==> config.mk <==
export PLATFORM = sky130hd
export DESIGN_NAME = quadrature_decoder_extensions
export DESIGN_NICKNAME = d
export VERILOG_FILES = /design/src/qdec_pkg.sv /design/src/quadrature_decoder_extensions.sv
export SDC_FILE = /design/constraint.sdc
export NUM_CORES = 1
export LEC_CHECK = 0
export BUFFER_PORTS_ARGS = -buffer_cell sky130_fd_sc_hd__buf_4
export CELL_PAD_IN_SITES_DETAIL_PLACEMENT = 0
export CELL_PAD_IN_SITES_GLOBAL_PLACEMENT = 1
export CORE_ASPECT_RATIO = 0.6
export CORE_UTILIZATION = 30
export DETAILED_ROUTE_END_ITERATION = 10
export GPL_TIMING_DRIVEN = 0
export PLACE_DENSITY = 0.55
export SETUP_SLACK_MARGIN = 0.02
export SYNTH_ARGS = -nofsm -noshare
export SYNTH_HDL_FRONTEND = slang
export SYNTH_SLANG_ARGS = --single-unit
export TNS_END_PERCENT = 50
==> constraint.sdc <==
create_clock -name i_ref_clk -period 15.75 [get_ports i_ref_clk]
set_input_delay 0.7875 -clock i_ref_clk [delete_from_list [all_inputs] [get_ports i_ref_clk]]
set_output_delay 0.7875 -clock i_ref_clk [all_outputs]
set_load 0.005 [all_outputs]
==> src/qdec_pkg.sv <==
package qdec_pkg;
    // Register byte offsets; channel registers repeat every CH_STRIDE bytes.
    localparam logic [7:0] CH_STRIDE = 8'h40;
    localparam logic [5:0] OFF_CCR = 6'h00;
    localparam logic [5:0] OFF_CMR = 6'h04;
    localparam logic [5:0] OFF_SMMR = 6'h08;
    localparam logic [5:0] OFF_CV = 6'h10;
    localparam logic [5:0] OFF_RA = 6'h14;
    localparam logic [5:0] OFF_RB = 6'h18;
    localparam logic [5:0] OFF_RC = 6'h1c;
    localparam logic [5:0] OFF_SR = 6'h20;
    localparam logic [7:0] OFF_BMR = 8'hc4;
    localparam logic [7:0] OFF_QISR = 8'hd4;
    localparam logic [7:0] OFF_FMR = 8'hd8;
    localparam logic [7:0] OFF_POS = 8'hdc;
    localparam logic [7:0] OFF_WPMR = 8'he4;
    // Block mode register field positions.
    localparam int BMR_DECODER_ENABLE = 8;
    localparam int BMR_POSITION_ENABLE = 9;
    localparam int BMR_SPEED_ENABLE = 10;
    localparam int BMR_DECODE_TRANSPARENT = 11;
    localparam int BMR_EDGPHA = 12;
    localparam int BMR_INVERT_PHASE_A = 13;
    localparam int BMR_INVERT_PHASE_B = 14;
    localparam int BMR_INVERT_INDEX = 15;
    localparam int BMR_SWAP = 16;
    localparam int BMR_INDEX_ON_PHASE_B = 17;
    localparam int BMR_FILTER = 19;
    localparam int BMR_FLEN_LSB = 20;
    localparam int FLEN_W = 6;
    // Channel mode, control, stepper and status field positions.
    localparam int CMR_WAVE = 15;
    localparam int CMR_RC_COMPARE_A_ACTION_LSB = 16;
    localparam logic [1:0] RC_COMPARE_A_ACTION_TOGGLE = 2'h3;
    localparam int CCR_CLOCK_ENABLE_CMD = 0;
    localparam int CCR_CLKDIS = 1;
    localparam int CCR_SW_TRIGGER_CMD = 2;
    localparam int SMMR_GRAY_ENABLE = 0;
    localparam int SMMR_DOWN = 1;
    localparam int SR_RC_COMPARE_FLAG = 4;
    // Quadrature status register field positions.
    localparam int QISR_IDX = 0;
    localparam int QISR_DIRCHG = 1;
    localparam int QISR_QUAD_ERROR_FLAG = 2;
    localparam int QISR_DIR = 8;
    // Write protection key and reset values.
    localparam logic [23:0] PROTECT_KEY = 24'h54494d;
    localparam logic [31:0] RESET_WORD = 32'h0000_0000;
    localparam logic [6:0] GAP_MAX = 7'h7f;

    // APB request from the master.
    typedef struct packed {
        logic psel;
        logic penable;
        logic pwrite;
        logic [7:0] paddr;
        logic [31:0] pwdata;
    } apb_req_t;

    // Whole state of the block, registered as one word.
    typedef struct packed {
        logic [31:0] bmr;
        logic [1:0] fmr;
        logic wpen;
        logic [2:0][31:0] cmr;
        logic [2:0][1:0] smmr;
        logic [2:0][15:0] cv;
        logic [2:0][15:0] ra;
        logic [2:0][15:0] rb;
        logic [2:0][15:0] rc;
        logic [2:0] clk_on;
        logic [2:0] rc_compare_flag;
        logic [2:0] io_a;
        logic [2:0] io_b;
        logic [2:0][1:0] step;
        logic [2:0] flt;
        logic [2:0][FLEN_W-1:0] fcnt;
        logic dir;
        logic dirchg;
        logic quad_error_flag;
        logic idxf;
        logic armed;
        logic last_b;
        logic [6:0] gap;
        logic tb_prev;
        logic fault;
        logic [31:0] prdata;
        logic pready;
        logic pslverr;
    } state_t;
endpackage : qdec_pkg

==> src/quadrature_decoder_extensions.sv <==
`timescale 1ns/1ps
module quadrature_decoder_extensions (
    // Clock and reset.
    input wire logic i_ref_clk,
    input wire logic i_rst,
    // APB slave port.
    input wire qdec_pkg::apb_req_t i_apb,
    output logic [31:0] o_prdata,
    output logic o_pready,
    output logic o_pslverr,
    // Channel I/O lines; A0, B0 are the phases, A1 the index, or B0 when BMR_INDEX_ON_PHASE_B is set.
    input wire logic [2:0] i_io_a,
    input wire logic [2:0] i_io_b,
    output logic [2:0] o_io_a,
    output logic [2:0] o_io_b,
    // Fault output.
    output logic o_fault
);
    import qdec_pkg::*;

    state_t s_q; // Present state.
    state_t s_d; // Next state.

    // True when the address falls in one of the three channel windows.
    function automatic logic is_ch(input logic [7:0] a);
        is_ch = (a < (CH_STRIDE * 8'h3));
    endfunction : is_ch

    // Next state of the whole block.
    always_comb begin
        logic [2:0] raw;
        logic pa, pb, ea, eb, ei, smp, other, cnt_e, tb, wr, rd, match, same;
        logic [1:0] ch;
        logic [5:0] off;
        logic [FLEN_W-1:0] flen;
        logic [1:0] ns;
        logic decoder_enable, position_enable, speed_enable;
        raw = 3'h0;
        pa = 1'b0;
        pb = 1'b0;
        ea = 1'b0;
        eb = 1'b0;
        ei = 1'b0;
        smp = 1'b0;
        other = 1'b0;
        cnt_e = 1'b0;
        tb = 1'b0;
        match = 1'b0;
        same = 1'b0;
        ns = 2'h0;
        s_d = s_q;
        decoder_enable = s_q.bmr[BMR_DECODER_ENABLE];
        position_enable = s_q.bmr[BMR_POSITION_ENABLE];
        speed_enable = s_q.bmr[BMR_SPEED_ENABLE];
        flen = s_q.bmr[BMR_FLEN_LSB +: FLEN_W];
        ch = i_apb.paddr[7:6];
        off = {i_apb.paddr[5:2], 2'h0};
        // Answer one cycle into the access phase, so every transfer has one wait state.
        s_d.pready = i_apb.psel & i_apb.penable & ~s_q.pready;
        wr = s_d.pready & i_apb.pwrite;
        rd = s_d.pready & ~i_apb.pwrite;

        // Read-to-clear happens first so that an event in the same cycle still sets.
        if (rd && i_apb.paddr == OFF_QISR) begin
            s_d.dirchg = 1'b0;
            s_d.quad_error_flag = 1'b0;
            s_d.idxf = 1'b0;
        end
        if (rd && is_ch(i_apb.paddr) && off == OFF_SR) begin
            s_d.rc_compare_flag[ch] = 1'b0;
        end

        // Polarity and phase definition ahead of the filters.
        pa = i_io_a[0] ^ s_q.bmr[BMR_INVERT_PHASE_A];
        pb = i_io_b[0] ^ s_q.bmr[BMR_INVERT_PHASE_B];
        raw[0] = s_q.bmr[BMR_SWAP] ? pb : pa;
        raw[1] = s_q.bmr[BMR_SWAP] ? pa : pb;
        raw[2] = (s_q.bmr[BMR_INDEX_ON_PHASE_B] ? i_io_b[0] : i_io_a[1]) ^ s_q.bmr[BMR_INVERT_INDEX];

        // A new level must differ for flen+1 cycles before it is passed on.
        for (int i = 0; i < 3; i++) begin
            if (!s_q.bmr[BMR_FILTER]) begin
                s_d.flt[i] = raw[i];
                s_d.fcnt[i] = '0;
            end else if (raw[i] != s_q.flt[i]) begin
                if (s_q.fcnt[i] >= flen) begin
                    s_d.flt[i] = raw[i];
                    s_d.fcnt[i] = '0;
                end else begin
                    s_d.fcnt[i] = s_q.fcnt[i] + 1'b1;
                end
            end else begin
                s_d.fcnt[i] = '0;
            end
        end

        // Edge detection on the filtered lines; no edge is seen while the decoder is off.
        ea = decoder_enable & (s_d.flt[0] != s_q.flt[0]);
        eb = decoder_enable & (s_d.flt[1] != s_q.flt[1]);
        ei = decoder_enable & s_d.flt[2] & ~s_q.flt[2];
        smp = ea ? (s_d.flt[0] ^ s_d.flt[1]) : ~(s_d.flt[0] ^ s_d.flt[1]);
        if (ei) begin
            s_d.idxf = 1'b1;
        end
        if (ea || eb) begin
            s_d.gap = 7'h0;
            other = (ea & s_q.last_b) | (eb & ~s_q.last_b);
            // The gap counter reads k-1 at an edge k cycles after the last one.
            if ((ea && eb) || (other && s_q.gap < {1'b0, flen})) begin
                s_d.quad_error_flag = 1'b1;
            end
            same = (ea & ~eb & ~s_q.last_b) | (eb & ~ea & s_q.last_b);
            s_d.last_b = eb & ~ea;
            if (same) begin
                // Two edges in a row on one phase saw the same other level: arm only.
                s_d.armed = 1'b1;
            end else begin
                if (!s_q.bmr[BMR_DECODE_TRANSPARENT]) begin
                    if (s_q.armed && smp != s_q.dir) begin
                        s_d.dirchg = 1'b1;
                    end
                    s_d.dir = smp;
                end
                s_d.armed = 1'b0;
            end
        end else if (s_q.gap != GAP_MAX) begin
            s_d.gap = s_q.gap + 1'b1;
        end
        cnt_e = ea | (eb & ~s_q.bmr[BMR_EDGPHA]);

        // Channel 2 A line is the speed time base; its rising edge closes a period.
        s_d.tb_prev = s_q.io_a[2];
        tb = decoder_enable & speed_enable & s_q.io_a[2] & ~s_q.tb_prev;

        // Channel counters, compare, Gray stepping and output toggling.
        for (int i = 0; i < 3; i++) begin
            match = s_q.clk_on[i] & (s_q.cv[i] == s_q.rc[i]);
            if (match) begin
                s_d.rc_compare_flag[i] = 1'b1;
            end
            if (s_q.clk_on[i]) begin
                if (decoder_enable && i == 0 && (position_enable || speed_enable)) begin
                    if (ei && position_enable) begin
                        s_d.cv[i] = 16'h0;
                    end else if (cnt_e) begin
                        s_d.cv[i] = s_q.dir ? s_q.cv[i] + 16'h1 : s_q.cv[i] - 16'h1;
                    end
                end else if (decoder_enable && i == 1 && (position_enable || speed_enable)) begin
                    if (ei) begin
                        s_d.cv[i] = s_q.dir ? s_q.cv[i] + 16'h1 : s_q.cv[i] - 16'h1;
                    end
                end else if (s_q.cmr[i][CMR_WAVE] && match) begin
                    s_d.cv[i] = 16'h0;
                end else begin
                    s_d.cv[i] = s_q.cv[i] + 16'h1;
                end
            end
            if (s_q.cmr[i][CMR_WAVE] && match) begin
                if (s_q.smmr[i][SMMR_GRAY_ENABLE]) begin
                    // Step a binary phase counter and drive its Gray image.
                    ns = s_q.smmr[i][SMMR_DOWN] ? s_q.step[i] - 2'h1 : s_q.step[i] + 2'h1;
                    s_d.step[i] = ns;
                    s_d.io_b[i] = ns[1];
                    s_d.io_a[i] = ns[1] ^ ns[0];
                end else if (s_q.cmr[i][CMR_RC_COMPARE_A_ACTION_LSB +: 2] == RC_COMPARE_A_ACTION_TOGGLE) begin
                    s_d.io_a[i] = ~s_q.io_a[i];
                end
            end
        end
        if (tb && s_q.clk_on[0]) begin
            // Capture the edge count of the finished period and restart it.
            s_d.ra[0] = s_q.cv[0];
            // An edge in the capture cycle opens the new period, so no edge is lost.
            s_d.cv[0] = cnt_e ? (s_q.dir ? 16'h1 : 16'hffff) : 16'h0;
        end

        // Register writes; protected registers ignore writes while locked.
        if (wr && is_ch(i_apb.paddr)) begin
            unique case (off)
                OFF_CCR: begin
                    if (i_apb.pwdata[CCR_CLOCK_ENABLE_CMD]) begin
                        s_d.clk_on[ch] = 1'b1;
                    end
                    if (i_apb.pwdata[CCR_CLKDIS]) begin
                        s_d.clk_on[ch] = 1'b0;
                    end
                    if (i_apb.pwdata[CCR_SW_TRIGGER_CMD]) begin
                        s_d.cv[ch] = 16'h0;
                    end
                end
                OFF_CMR: if (!s_q.wpen) s_d.cmr[ch] = i_apb.pwdata;
                OFF_SMMR: if (!s_q.wpen) s_d.smmr[ch] = i_apb.pwdata[1:0];
                OFF_RA: if (!s_q.wpen) s_d.ra[ch] = i_apb.pwdata[15:0];
                OFF_RB: if (!s_q.wpen) s_d.rb[ch] = i_apb.pwdata[15:0];
                OFF_RC: if (!s_q.wpen) s_d.rc[ch] = i_apb.pwdata[15:0];
                default: begin
                end
            endcase
        end else if (wr) begin
            unique case (i_apb.paddr)
                OFF_BMR: if (!s_q.wpen) s_d.bmr = i_apb.pwdata;
                OFF_FMR: if (!s_q.wpen) s_d.fmr = i_apb.pwdata[1:0];
                OFF_WPMR: begin
                    if (i_apb.pwdata[31:8] == PROTECT_KEY) begin
                        s_d.wpen = i_apb.pwdata[0];
                    end
                end
                default: begin
                end
            endcase
        end

        // Read data, registered with the answer.
        s_d.prdata = RESET_WORD;
        s_d.pslverr = 1'b0;
        if (rd && is_ch(i_apb.paddr)) begin
            unique case (off)
                OFF_CMR: s_d.prdata = s_q.cmr[ch];
                OFF_SMMR: s_d.prdata = {30'h0, s_q.smmr[ch]};
                OFF_CV: s_d.prdata = {16'h0, s_q.cv[ch]};
                OFF_RA: s_d.prdata = {16'h0, s_q.ra[ch]};
                OFF_RB: s_d.prdata = {16'h0, s_q.rb[ch]};
                OFF_RC: s_d.prdata = {16'h0, s_q.rc[ch]};
                OFF_SR: s_d.prdata = {27'h0, s_q.rc_compare_flag[ch], 4'h0};
                default: s_d.pslverr = 1'b1;
            endcase
        end else if (rd) begin
            unique case (i_apb.paddr)
                OFF_BMR: s_d.prdata = s_q.bmr;
                OFF_QISR: begin
                    s_d.prdata[QISR_IDX] = s_q.idxf;
                    s_d.prdata[QISR_DIRCHG] = s_q.dirchg;
                    s_d.prdata[QISR_QUAD_ERROR_FLAG] = s_q.quad_error_flag;
                    s_d.prdata[QISR_DIR] = s_q.dir;
                end
                OFF_FMR: s_d.prdata = {30'h0, s_q.fmr};
                OFF_POS: s_d.prdata = {s_q.cv[1], s_q.cv[0]};
                OFF_WPMR: s_d.prdata = {31'h0, s_q.wpen};
                default: s_d.pslverr = 1'b1;
            endcase
        end

        // Fault follows the enabled compare flags of channels 0 and 1.
        s_d.fault = (s_d.rc_compare_flag[0] & s_q.fmr[0]) | (s_d.rc_compare_flag[1] & s_q.fmr[1]);
    end

    // One register for the whole state; reset loads constants only.
    always_ff @(posedge i_ref_clk or posedge i_rst) begin
        if (i_rst) begin
            s_q <= '0;
        end else begin
            s_q <= s_d;
        end
    end

    assign o_prdata = s_q.prdata;
    assign o_pready = s_q.pready;
    assign o_pslverr = s_q.pslverr;
    assign o_io_a = s_q.io_a;
    assign o_io_b = s_q.io_b;
    assign o_fault = s_q.fault;
endmodule : quadrature_decoder_extensions

# Word-level counts from Yosys, hierarchy flattened
# Index checks and enable logic that the tools add are counted.
[word_totals]
reg_bits = 417
in_bits = 51
out_inout_bits = 41
[op_classes]
addsub = 15
order_cmp = 7
n_eq_ne = 26
muxes = 114
n_bitwise = 56
reduce_logical = 42
[op_table]
columns = ["cell", "n"]
rows = [
  ["$mux 48", 8],
  ["$mux 16", 22],
  ["$pmux 32 s7", 1],
  ["$mux 195", 1],
  ["$bwmux 48", 3],
  ["$bmux 16 s2", 4],
  ["$mux 32", 4],
  ["$bwmux 96", 1],
  ["$bmux 32 s2", 1],
  ["$demux 32 s2", 1],
  ["$mux 6", 9],
  ["$add 16x1->16 const B", 3],
  ["$and 48x48->48", 1],
  ["$eq 16x16->1", 3],
  ["$not 48->48", 1],
  ["$pmux 23 s2", 1],
  ["$eq 8x8->1 const B", 5],
  ["$mux 1", 34],
  ["$demux 16 s2", 1],
  ["$sub 16x1->16 const B", 2],
  ["$eq 24x23->1 const B", 1],
  ["$and 1x1->1", 23],
  ["$mux 3", 7],
  ["$add 6x1->6 const B", 3],
  ["40 further kinds", 120],
]

# Logic depth before layout (Yosys ltp)
# Gate-level depths: netlist (run 1).
[logic_depth]
ltp_word = 18
ltp_mapped = 11
depth_no_buf = 10

# Least setup slack after synthesis (run 1)
# OpenSTA, ideal clock, no wires.
[synth_timing]
path_type = "input -> register"
start = "input i_apb[38] (netlist name)"
end = "register s_q[385] (netlist name)"
t_arrival_ns = 2.536
path_slack_ns = 13.089
cell_stages = 8
n_path_buf = 4
cell_sequence = "clkbuf_1 > nand2_1 > or3_1 > clkbuf_1 > nor4_1 > buf_2 > buf_2 > mux2_2"
[synth_via]
elab_chain_len = 4
word_cells_on_any_way = 5
[synth_rtl]
columns = ["item", "line_no", "rtl"]
rows = [
  ["start: declaration", "quadrature_decoder_extensions.sv:7", "input wire qdec_pkg::apb_req_t i_apb,"],
  ["$lt 8x8->1", "quadrature_decoder_extensions.sv:26", "is_ch = (a < (CH_STRIDE * 8'h3));"],
  ["$logic_and 1x1->1", "quadrature_decoder_extensions.sv:178", "if (wr && is_ch(i_apb.paddr)) begin"],
  ["$not 1->1 (no line)", "--", ""],
  ["$reduce_and 4->1 (no line) *", "--", ""],
  ["end signal: assignment", "quadrature_decoder_extensions.sv:250", "s_q <= '0;"],
  ["end signal: assignment", "quadrature_decoder_extensions.sv:252", "s_q <= s_d;"],
  ["end: declaration", "quadrature_decoder_extensions.sv:21", "state_t s_q;"],
]
# Mark *: on every way between the ends. The rest lies on a longest branch, timed or not.
# A chain may end at the register's enable or synchronous reset.

==> metrics.cfg, run 1 <==
[global_route]
grt_use_total=0.251
grt-busiest-layer=met1
grt_start_max_net_pins=121
grt_pass1_vias=18500
grt.overflow.total=0
grt_pass1_wl_mm=138
grt_util_met2=0.322
use_met1=0.413
antenna_found_initial=10
use_met3=0.0574

[synthesis]
yosysTopAreaCellShare=0.459
synth.area.top_cells=dfrtp_1, mux2_2, mux2i_1, o21ai_0, nor2_1
synth.most_common_cell=dfrtp_1
ys_seq_area_frac=0.459
syn_nets=2263
synthDistinctLibCells=79
synth.avg_cell_area_sq_um=10.3
synth_warnings=0
synth_ff_type=dfrtp_1
synth_edf_count=0
syn-instance-count=2180
ys_seq_elements=414
synth.top_cells.by_count=dfrtp_1, mux2_2, nor2_1
netlist_area_sq_um=22500
synth_top_area_cell=dfrtp_1
synthArstFlopShare=1.00

[placed_design]
dp.final_hpwl_mm=72.1
post-place-ws_ns=11.49
portBuffers=86
routabilityCongestion=0.963

[sta]
maxClockFrequency_ghz=0.233
skew_ns=0.0284
hold_viol_final=0
slew_viol_final=0
fin_crit_sh=0.273
setup_viol=0
fin_crit_ns=4.30
tightest_slew_ns=1.36
setup_ws_ns=11.45
hold_ws_ns=0.239
rsz0062_at_grt=false
max_slew_margin=0.0884

[critical_path]
timing.rr.end=s_q[244]
slowest_stage=nor4_2
path_max_fanout=9
crit_path_max_incr_delay_ns=1.07
critPathKind=flip-flop to flip-flop
rr_startpoint=s_q[247]
worst-r2r-setup-slack_ns=11.45
worstPathRequired_ns=16.23
path_cells=clkbuf_1 > xor2_1 > nor4_1 > nand3_1 > nor4_2 > nor2_1 > a211o_1 > a21oi_1 > o21ai_1
reg2regPathDepth=9
cp-start-kind=flip-flop
critical_path_arrival_ns=4.78
critPathCaptureType=flip-flop

[clock_network]
cts_buffers=45
clk_latency_ns=0.63
cts_tree=built
cts_sinks=414
post_cts_buffers=0
cts.repair.resized=0
cts.path.max_buffers=3
hold_buffers=0
clk_pin_slew_ns=0.07
cts_root_buffer=clkbuf_16
cts.htree.levels=2

[outcome]
violations=design-rule violations
status=finished with violations

[min_path]
min_path_type=input pin to async pin

[route]
viasPerCell=5.64
wl_mm=95.9
drtPass1Iterations=11
dr.first_iter.drc_count=2332
vias=18800
drc=21
final_antenna_net_count=0
wire_per_inst_um=28.7

[die]
pin_count=92
coreArea_sq_um=74000
row_count=77
start_util=0.305
die-width_um=356
dieArea_sq_um=76300
die_height_um=214

[job]
cap_violations=0

[power]
power_density_nw_per_um2=110
power_leakage_nw=11.8
ir_drop_uv=104

[layout]
fillers=7446
drive_above_1_share=0.216
finalNetCount=2399
area_growth_pct=15.8

-- logic make-up (layout without fill, tap and decap cells) --
family,Yosys count,count (layout),synth area share
xor gates and xnor gates,114,114,0.0449
other,0,2,0
AOI/OAI and AO/OA,445,445,0.126
DFF,414,414,0.459
and+or+nand+nor,557,557,0.119
adders and majority gates,32,32,0.0178
muxes,383,383,0.185
buffers and inverters,235,405,0.0480
-- area by class of cell --
cell class / count / area [sq um] / area share
Inverter: 30 / 120 / 0.00460
Buffer: 205 / 970 / 0.0371
Tap cell: 987 / 1230 / 0.0473
Clock inverter: 13 / 224 / 0.00857
Clock buffer: 68 / 1350 / 0.0518
Sequential cell: 414 / 10400 / 0.397
Antenna cell: 2 / 5.00 / 0.000192
Multi-Input combinational cell: 1531 / 11100 / 0.426
Timing Repair Buffer: 89 / 728 / 0.0279
-- metrics by stage --
step           total power, mW  TNS, ns  instances  utilization  area [sq um]
6_report                  2.87        0       3339        0.353         26100
5_1_grt                   2.99        0       3337        0.353         26100
4_1_cts                   2.88        0       3337        0.353         26100
3_5_place_dp              1.71        0       3256        0.332         24500
3_3_place_gp              1.70  -722.48       3253        0.330         24400
2_1_floorplan             1.50        0       2180            -         22500
-- where the power goes --
part           internal [mW]  total [mW]  switching, mW  leakage [nW]
logic                  0.164       0.504          0.340          5.47
registers               1.13        1.20         0.0688          5.55
clock network          0.677        1.16          0.485         0.764
-- placed cells by master (no fill, tap or decap), types with 36 or more instances in the layout --
master     instances
buf_4            125
o211ai_1          38
xor2_1            53
dfrtp_1          414
nor2_1           169
xnor2_1           59
clkbuf_16         46
clkbuf_1         120
o21ai_0          127
o22ai_1           36
nand3_1           45
mux2i_1          121
mux2_2           240
a22oi_1           36
nand2_1          163
a21oi_1           88
buf_2             43
-- layer usage --
metal	routed length, um	part of all wire	vias to the layer above
li1	-	-	8092
met1	49000	0.51	9827
met2	36500	0.38	810
met3	8980	0.094	111
met4	1430	0.015	0
met5	0	0	-
-- critical path: cells and delay by family, from the launching register on --
family                    cells  cell delay [ns]
and+or+nand+nor               4             2.30
buffers and inverters         1             0.78
AOI/OAI and AO/OA             3             0.61
DFF                           1             0.32
xor gates and xnor gates      1             0.15
-- state kept, by name (all words and copies together), names as in the netlist --
register	flops
o_fault	1
o_io_a	3
o_io_b	3
o_prdata	32
o_pready	1
o_pslverr	1
s_q	373
-- worst max-delay path by stage --
stage	startpoint	end	slack, ns	cells past startpoint
2_1_floorplan	i_rst	o_fault	3.44	1
3_3_place_gp	i_rst	s_q[238]	-1.83	2
3_5_place_dp	i_apb[38]	s_q[323]	11.49	6
4_1_cts	s_q[247]	s_q[244]	11.63	9
5_1_grt	s_q[247]	s_q[238]	11.30	9
6_report	s_q[247]	s_q[244]	11.45	9
Note: power is estimated with default switching activity, not from simulation.
==> run 2, diff against run 1 <==
--- a/config.mk
+++ b/config.mk
@@ -5,6 +5,7 @@
 export SDC_FILE = /design/constraint.sdc
 export NUM_CORES = 1
 export LEC_CHECK = 0
+export ABC_AREA = 1
 export BUFFER_PORTS_ARGS = -buffer_cell sky130_fd_sc_hd__buf_4
 export CELL_PAD_IN_SITES_DETAIL_PLACEMENT = 0
 export CELL_PAD_IN_SITES_GLOBAL_PLACEMENT = 1
@@ -12,7 +13,7 @@
 export CORE_UTILIZATION = 30
 export DETAILED_ROUTE_END_ITERATION = 10
 export GPL_TIMING_DRIVEN = 0
-export PLACE_DENSITY = 0.55
+export PLACE_DENSITY = 0.58
 export SETUP_SLACK_MARGIN = 0.02
 export SYNTH_ARGS = -nofsm -noshare
 export SYNTH_HDL_FRONTEND = slang
==> constraint.sdc (replaced) <==
create_clock -name i_ref_clk -period 4.28 [get_ports i_ref_clk]
set_input_delay 0.214 -clock i_ref_clk [delete_from_list [all_inputs] [get_ports i_ref_clk]]
set_output_delay 0.214 -clock i_ref_clk [all_outputs]
set_load 0.005 [all_outputs]
==> metrics.cfg, run 2 <==
[clock_network]
cts.path.max_buffers=3  ; unchanged
cts_tree=built
clk_latency_ns=0.63  ; about the same
clk_pin_slew_ns=0.07  ; about the same
cts.htree.levels=2  ; unchanged
cts_sinks=414  ; unchanged
post_cts_buffers=0  ; unchanged
cts_buffers=46  ; +2.2%
cts_root_buffer=clkbuf_16

[layout]
finalNetCount=3385  ; +41%
area_growth_pct=17.6
largest_register=s_q
drive_above_1_share=0.0861  ; -0.130
final_cells=4336  ; +30%
fin_util=0.358  ; +0.00469
layout_common_cells=nand2_1, o21ai_0, dfrtp_1
largest_register_ffs=373  ; unchanged
layout_commonest_cell=nand2_1

[min_path]
min_path_type=input pin to flip-flop
min_path_cells=3

[synthesis]
netlist_area_sq_um=23100  ; +2.5%
syn-instance-count=3122  ; +43%
syn_nets=3205  ; +42%
ys_seq_elements=414  ; unchanged
synth.most_common_cell=nand2_1
synth_edf_count=0  ; unchanged
yosysTopAreaCellShare=0.448  ; -0.0110
synth.avg_cell_area_sq_um=7.40  ; -28%
synth_top_area_cell=dfrtp_1
ys_seq_area_frac=0.448  ; -0.0110
synth.top_cells.by_count=nand2_1, o21ai_0, dfrtp_1
synth_warnings=0  ; unchanged
synthDistinctLibCells=54  ; -32%
synth_ff_type=dfrtp_1
synth.area.top_cells=dfrtp_1, nand2_1, o21ai_0, inv_1, nand3_1
synthArstFlopShare=1.00  ; unchanged

[die]
pin_count=92  ; unchanged
die_height_um=217  ; +1.2%
row_count=78  ; +1.3%
start_util=0.304  ; -0.000474
die-width_um=360  ; +1.2%
coreArea_sq_um=75900  ; +2.6%
dieArea_sq_um=78200  ; +2.4%

[sta]
max_slew_margin=0.145  ; +0.0571
skew_ns=0.0238  ; -0.00458 ns
fin_crit_ns=3.22  ; -1.08 ns
setup_viol=0  ; unchanged
hold_viol_final=0  ; unchanged
hold_ws_ns=0.0366  ; -0.202 ns
slew_viol_final=0  ; unchanged
rsz0062_at_grt=false
maxClockFrequency_ghz=0.311  ; +33%
fin_crit_sh=0.752  ; +0.480
tightest_slew_ns=1.28  ; -0.0744 ns
fin_setup_tns_ns=0  ; unchanged

[global_route]
grt_start_max_net_pins=44  ; -64%
grt_pass1_vias=22100  ; +20%
grt_pass1_wl_mm=159  ; +15%
antenna_found_initial=9  ; -1
grt_use_total=0.281  ; +0.0305
grt.overflow.total=0  ; unchanged

[route]
wl_mm=110  ; +15%
drc=0  ; -100%
viasPerCell=5.43  ; -3.7%
drtPass1Iterations=6  ; -5
dr.first_iter.drc_count=3087  ; +32%
vias=23600  ; +25%
final_antenna_net_count=0  ; unchanged
wire_per_inst_um=25.5  ; -11%

[placed_design]
portBuffers=88  ; +2.3%
dp.final_hpwl_mm=84.0  ; +17%
routabilityCongestion=0.995  ; +3.4%
place_inst=4221  ; +30%

[critical_path]
slowest_stage=clkbuf_1
path_max_fanout=10  ; +1
cp-start-kind=flip-flop
critPathCaptureType=flip-flop
critical_path_arrival_ns=3.76  ; -1.02 ns
worstPathRequired_ns=4.82  ; -11.41 ns
critPathKind=flip-flop to flip-flop
reg2regPathDepth=14  ; +5
crit_path_max_incr_delay_ns=0.53  ; -0.54 ns
critPathMostFrequentCell=nand2_1
path_cells=inv_1 > ha_1 > a21oi_1 > nand2_1 > nor2_1 > nand2_1 > nand2_1 > o21ai_0 > inv_1 > clkbuf_1 > nand3_1 > nand2_1 > nand2_1 > a21oi_1

[power]
power_leakage_nw=12.7  ; +7.4%
p_total_mw=12.2  ; +330%
power_density_nw_per_um2=450  ; +310%
ir_drop_uv=307  ; +200%

[job]
cap_violations=0  ; unchanged

[outcome]
status=completed

run 2: changes by cell type after synthesis, moves of 44 or more:
cell	delta
nand2_1	+825
o21ai_0	+294
mux2_2	-239
inv_1	+234
nand3_1	+133
mux2i_1	-120
xnor2_1	-44
run 2: per-layer routing:
layer / global-route usage / routed length, um / vias to the layer above
li1: - / - / 10600
met2: 0.370 / 42000 / 1144
met3: 0.0737 / 11700 / 149
met5: 0 / 16 / -
met4: 0.0688 / 2430 / 2
met1: 0.442 / 54200 / 11700
run 2: cell families (layout without fill, tap and decap cells):
family          count (synthesis)  in the layout  synth area share
other cells                     0              2                 0
xor+xnor                       59             59            0.0224
flops                         414            414             0.448
mux                             2              2          0.000921
fa+ha+maj                      32             32            0.0173
compound gates                670            670             0.162
simple gates                 1454           1454             0.260
buf+inv                       491            703            0.0883
run 2: cell type report:
class / count / area [sq um]
Antenna cell: 2 / 5.00
Buffer: 212 / 993
Clock buffer: 63 / 1320
Clock inverter: 17 / 272
Fill cell: 8087 / 48800
Inverter: 279 / 1050
Multi-Input combinational cell: 2217 / 10700
Sequential cell: 414 / 10400
Tap cell: 1000 / 1250
Timing Repair Buffer: 132 / 1210
run 2: repair_timing:
| item | in CTS | in global routing |
|---|---|---|
| gates resized for setup | 0 | 0 |
| endpoints found under the hold margin | 117 | 0 |
| hold buffers | 33 | 0 |
| endpoints found under the setup margin | 0 | 0 |
run 2: metrics by stage:
stage / setup WS (ns) / area (sq um)
after floorplan: -1.52 / 23100
after global placement: -4.23 / 25000
after detailed placement: 1.12 / 25200
after CTS: 1.14 / 27200
after global routing: 0.862 / 27200
final: 1.06 / 27200
run 2: where the power goes:
part	leakage (nW)	switching [mW]	internal (mW)
logic	6.29	2.52	0.941
clock network	0.768	1.86	2.47
registers	5.61	0.291	4.14
run 2: worst paths after layout:
check | start | end | slack [ns]
min in group asynchronous | i_rst | s_q[344] | 0.29
max reg2reg | s_q[410] | s_q[239] | 1.06
min | i_apb[17] | s_q[367] | 0.04
max | s_q[410] | s_q[239] | 1.06
max in group asynchronous | i_rst | s_q[234] | 2.49
min reg2reg | s_q[205] | s_q[205] | 0.48
run 2: worst max-delay path: cells and delay by family (launching register included):
kind	cells	cell delay, ns
buf+inv	3	1.23
compound gates	3	0.45
flops	1	0.38
fa+ha+maj	1	0.34
simple gates	7	0.72
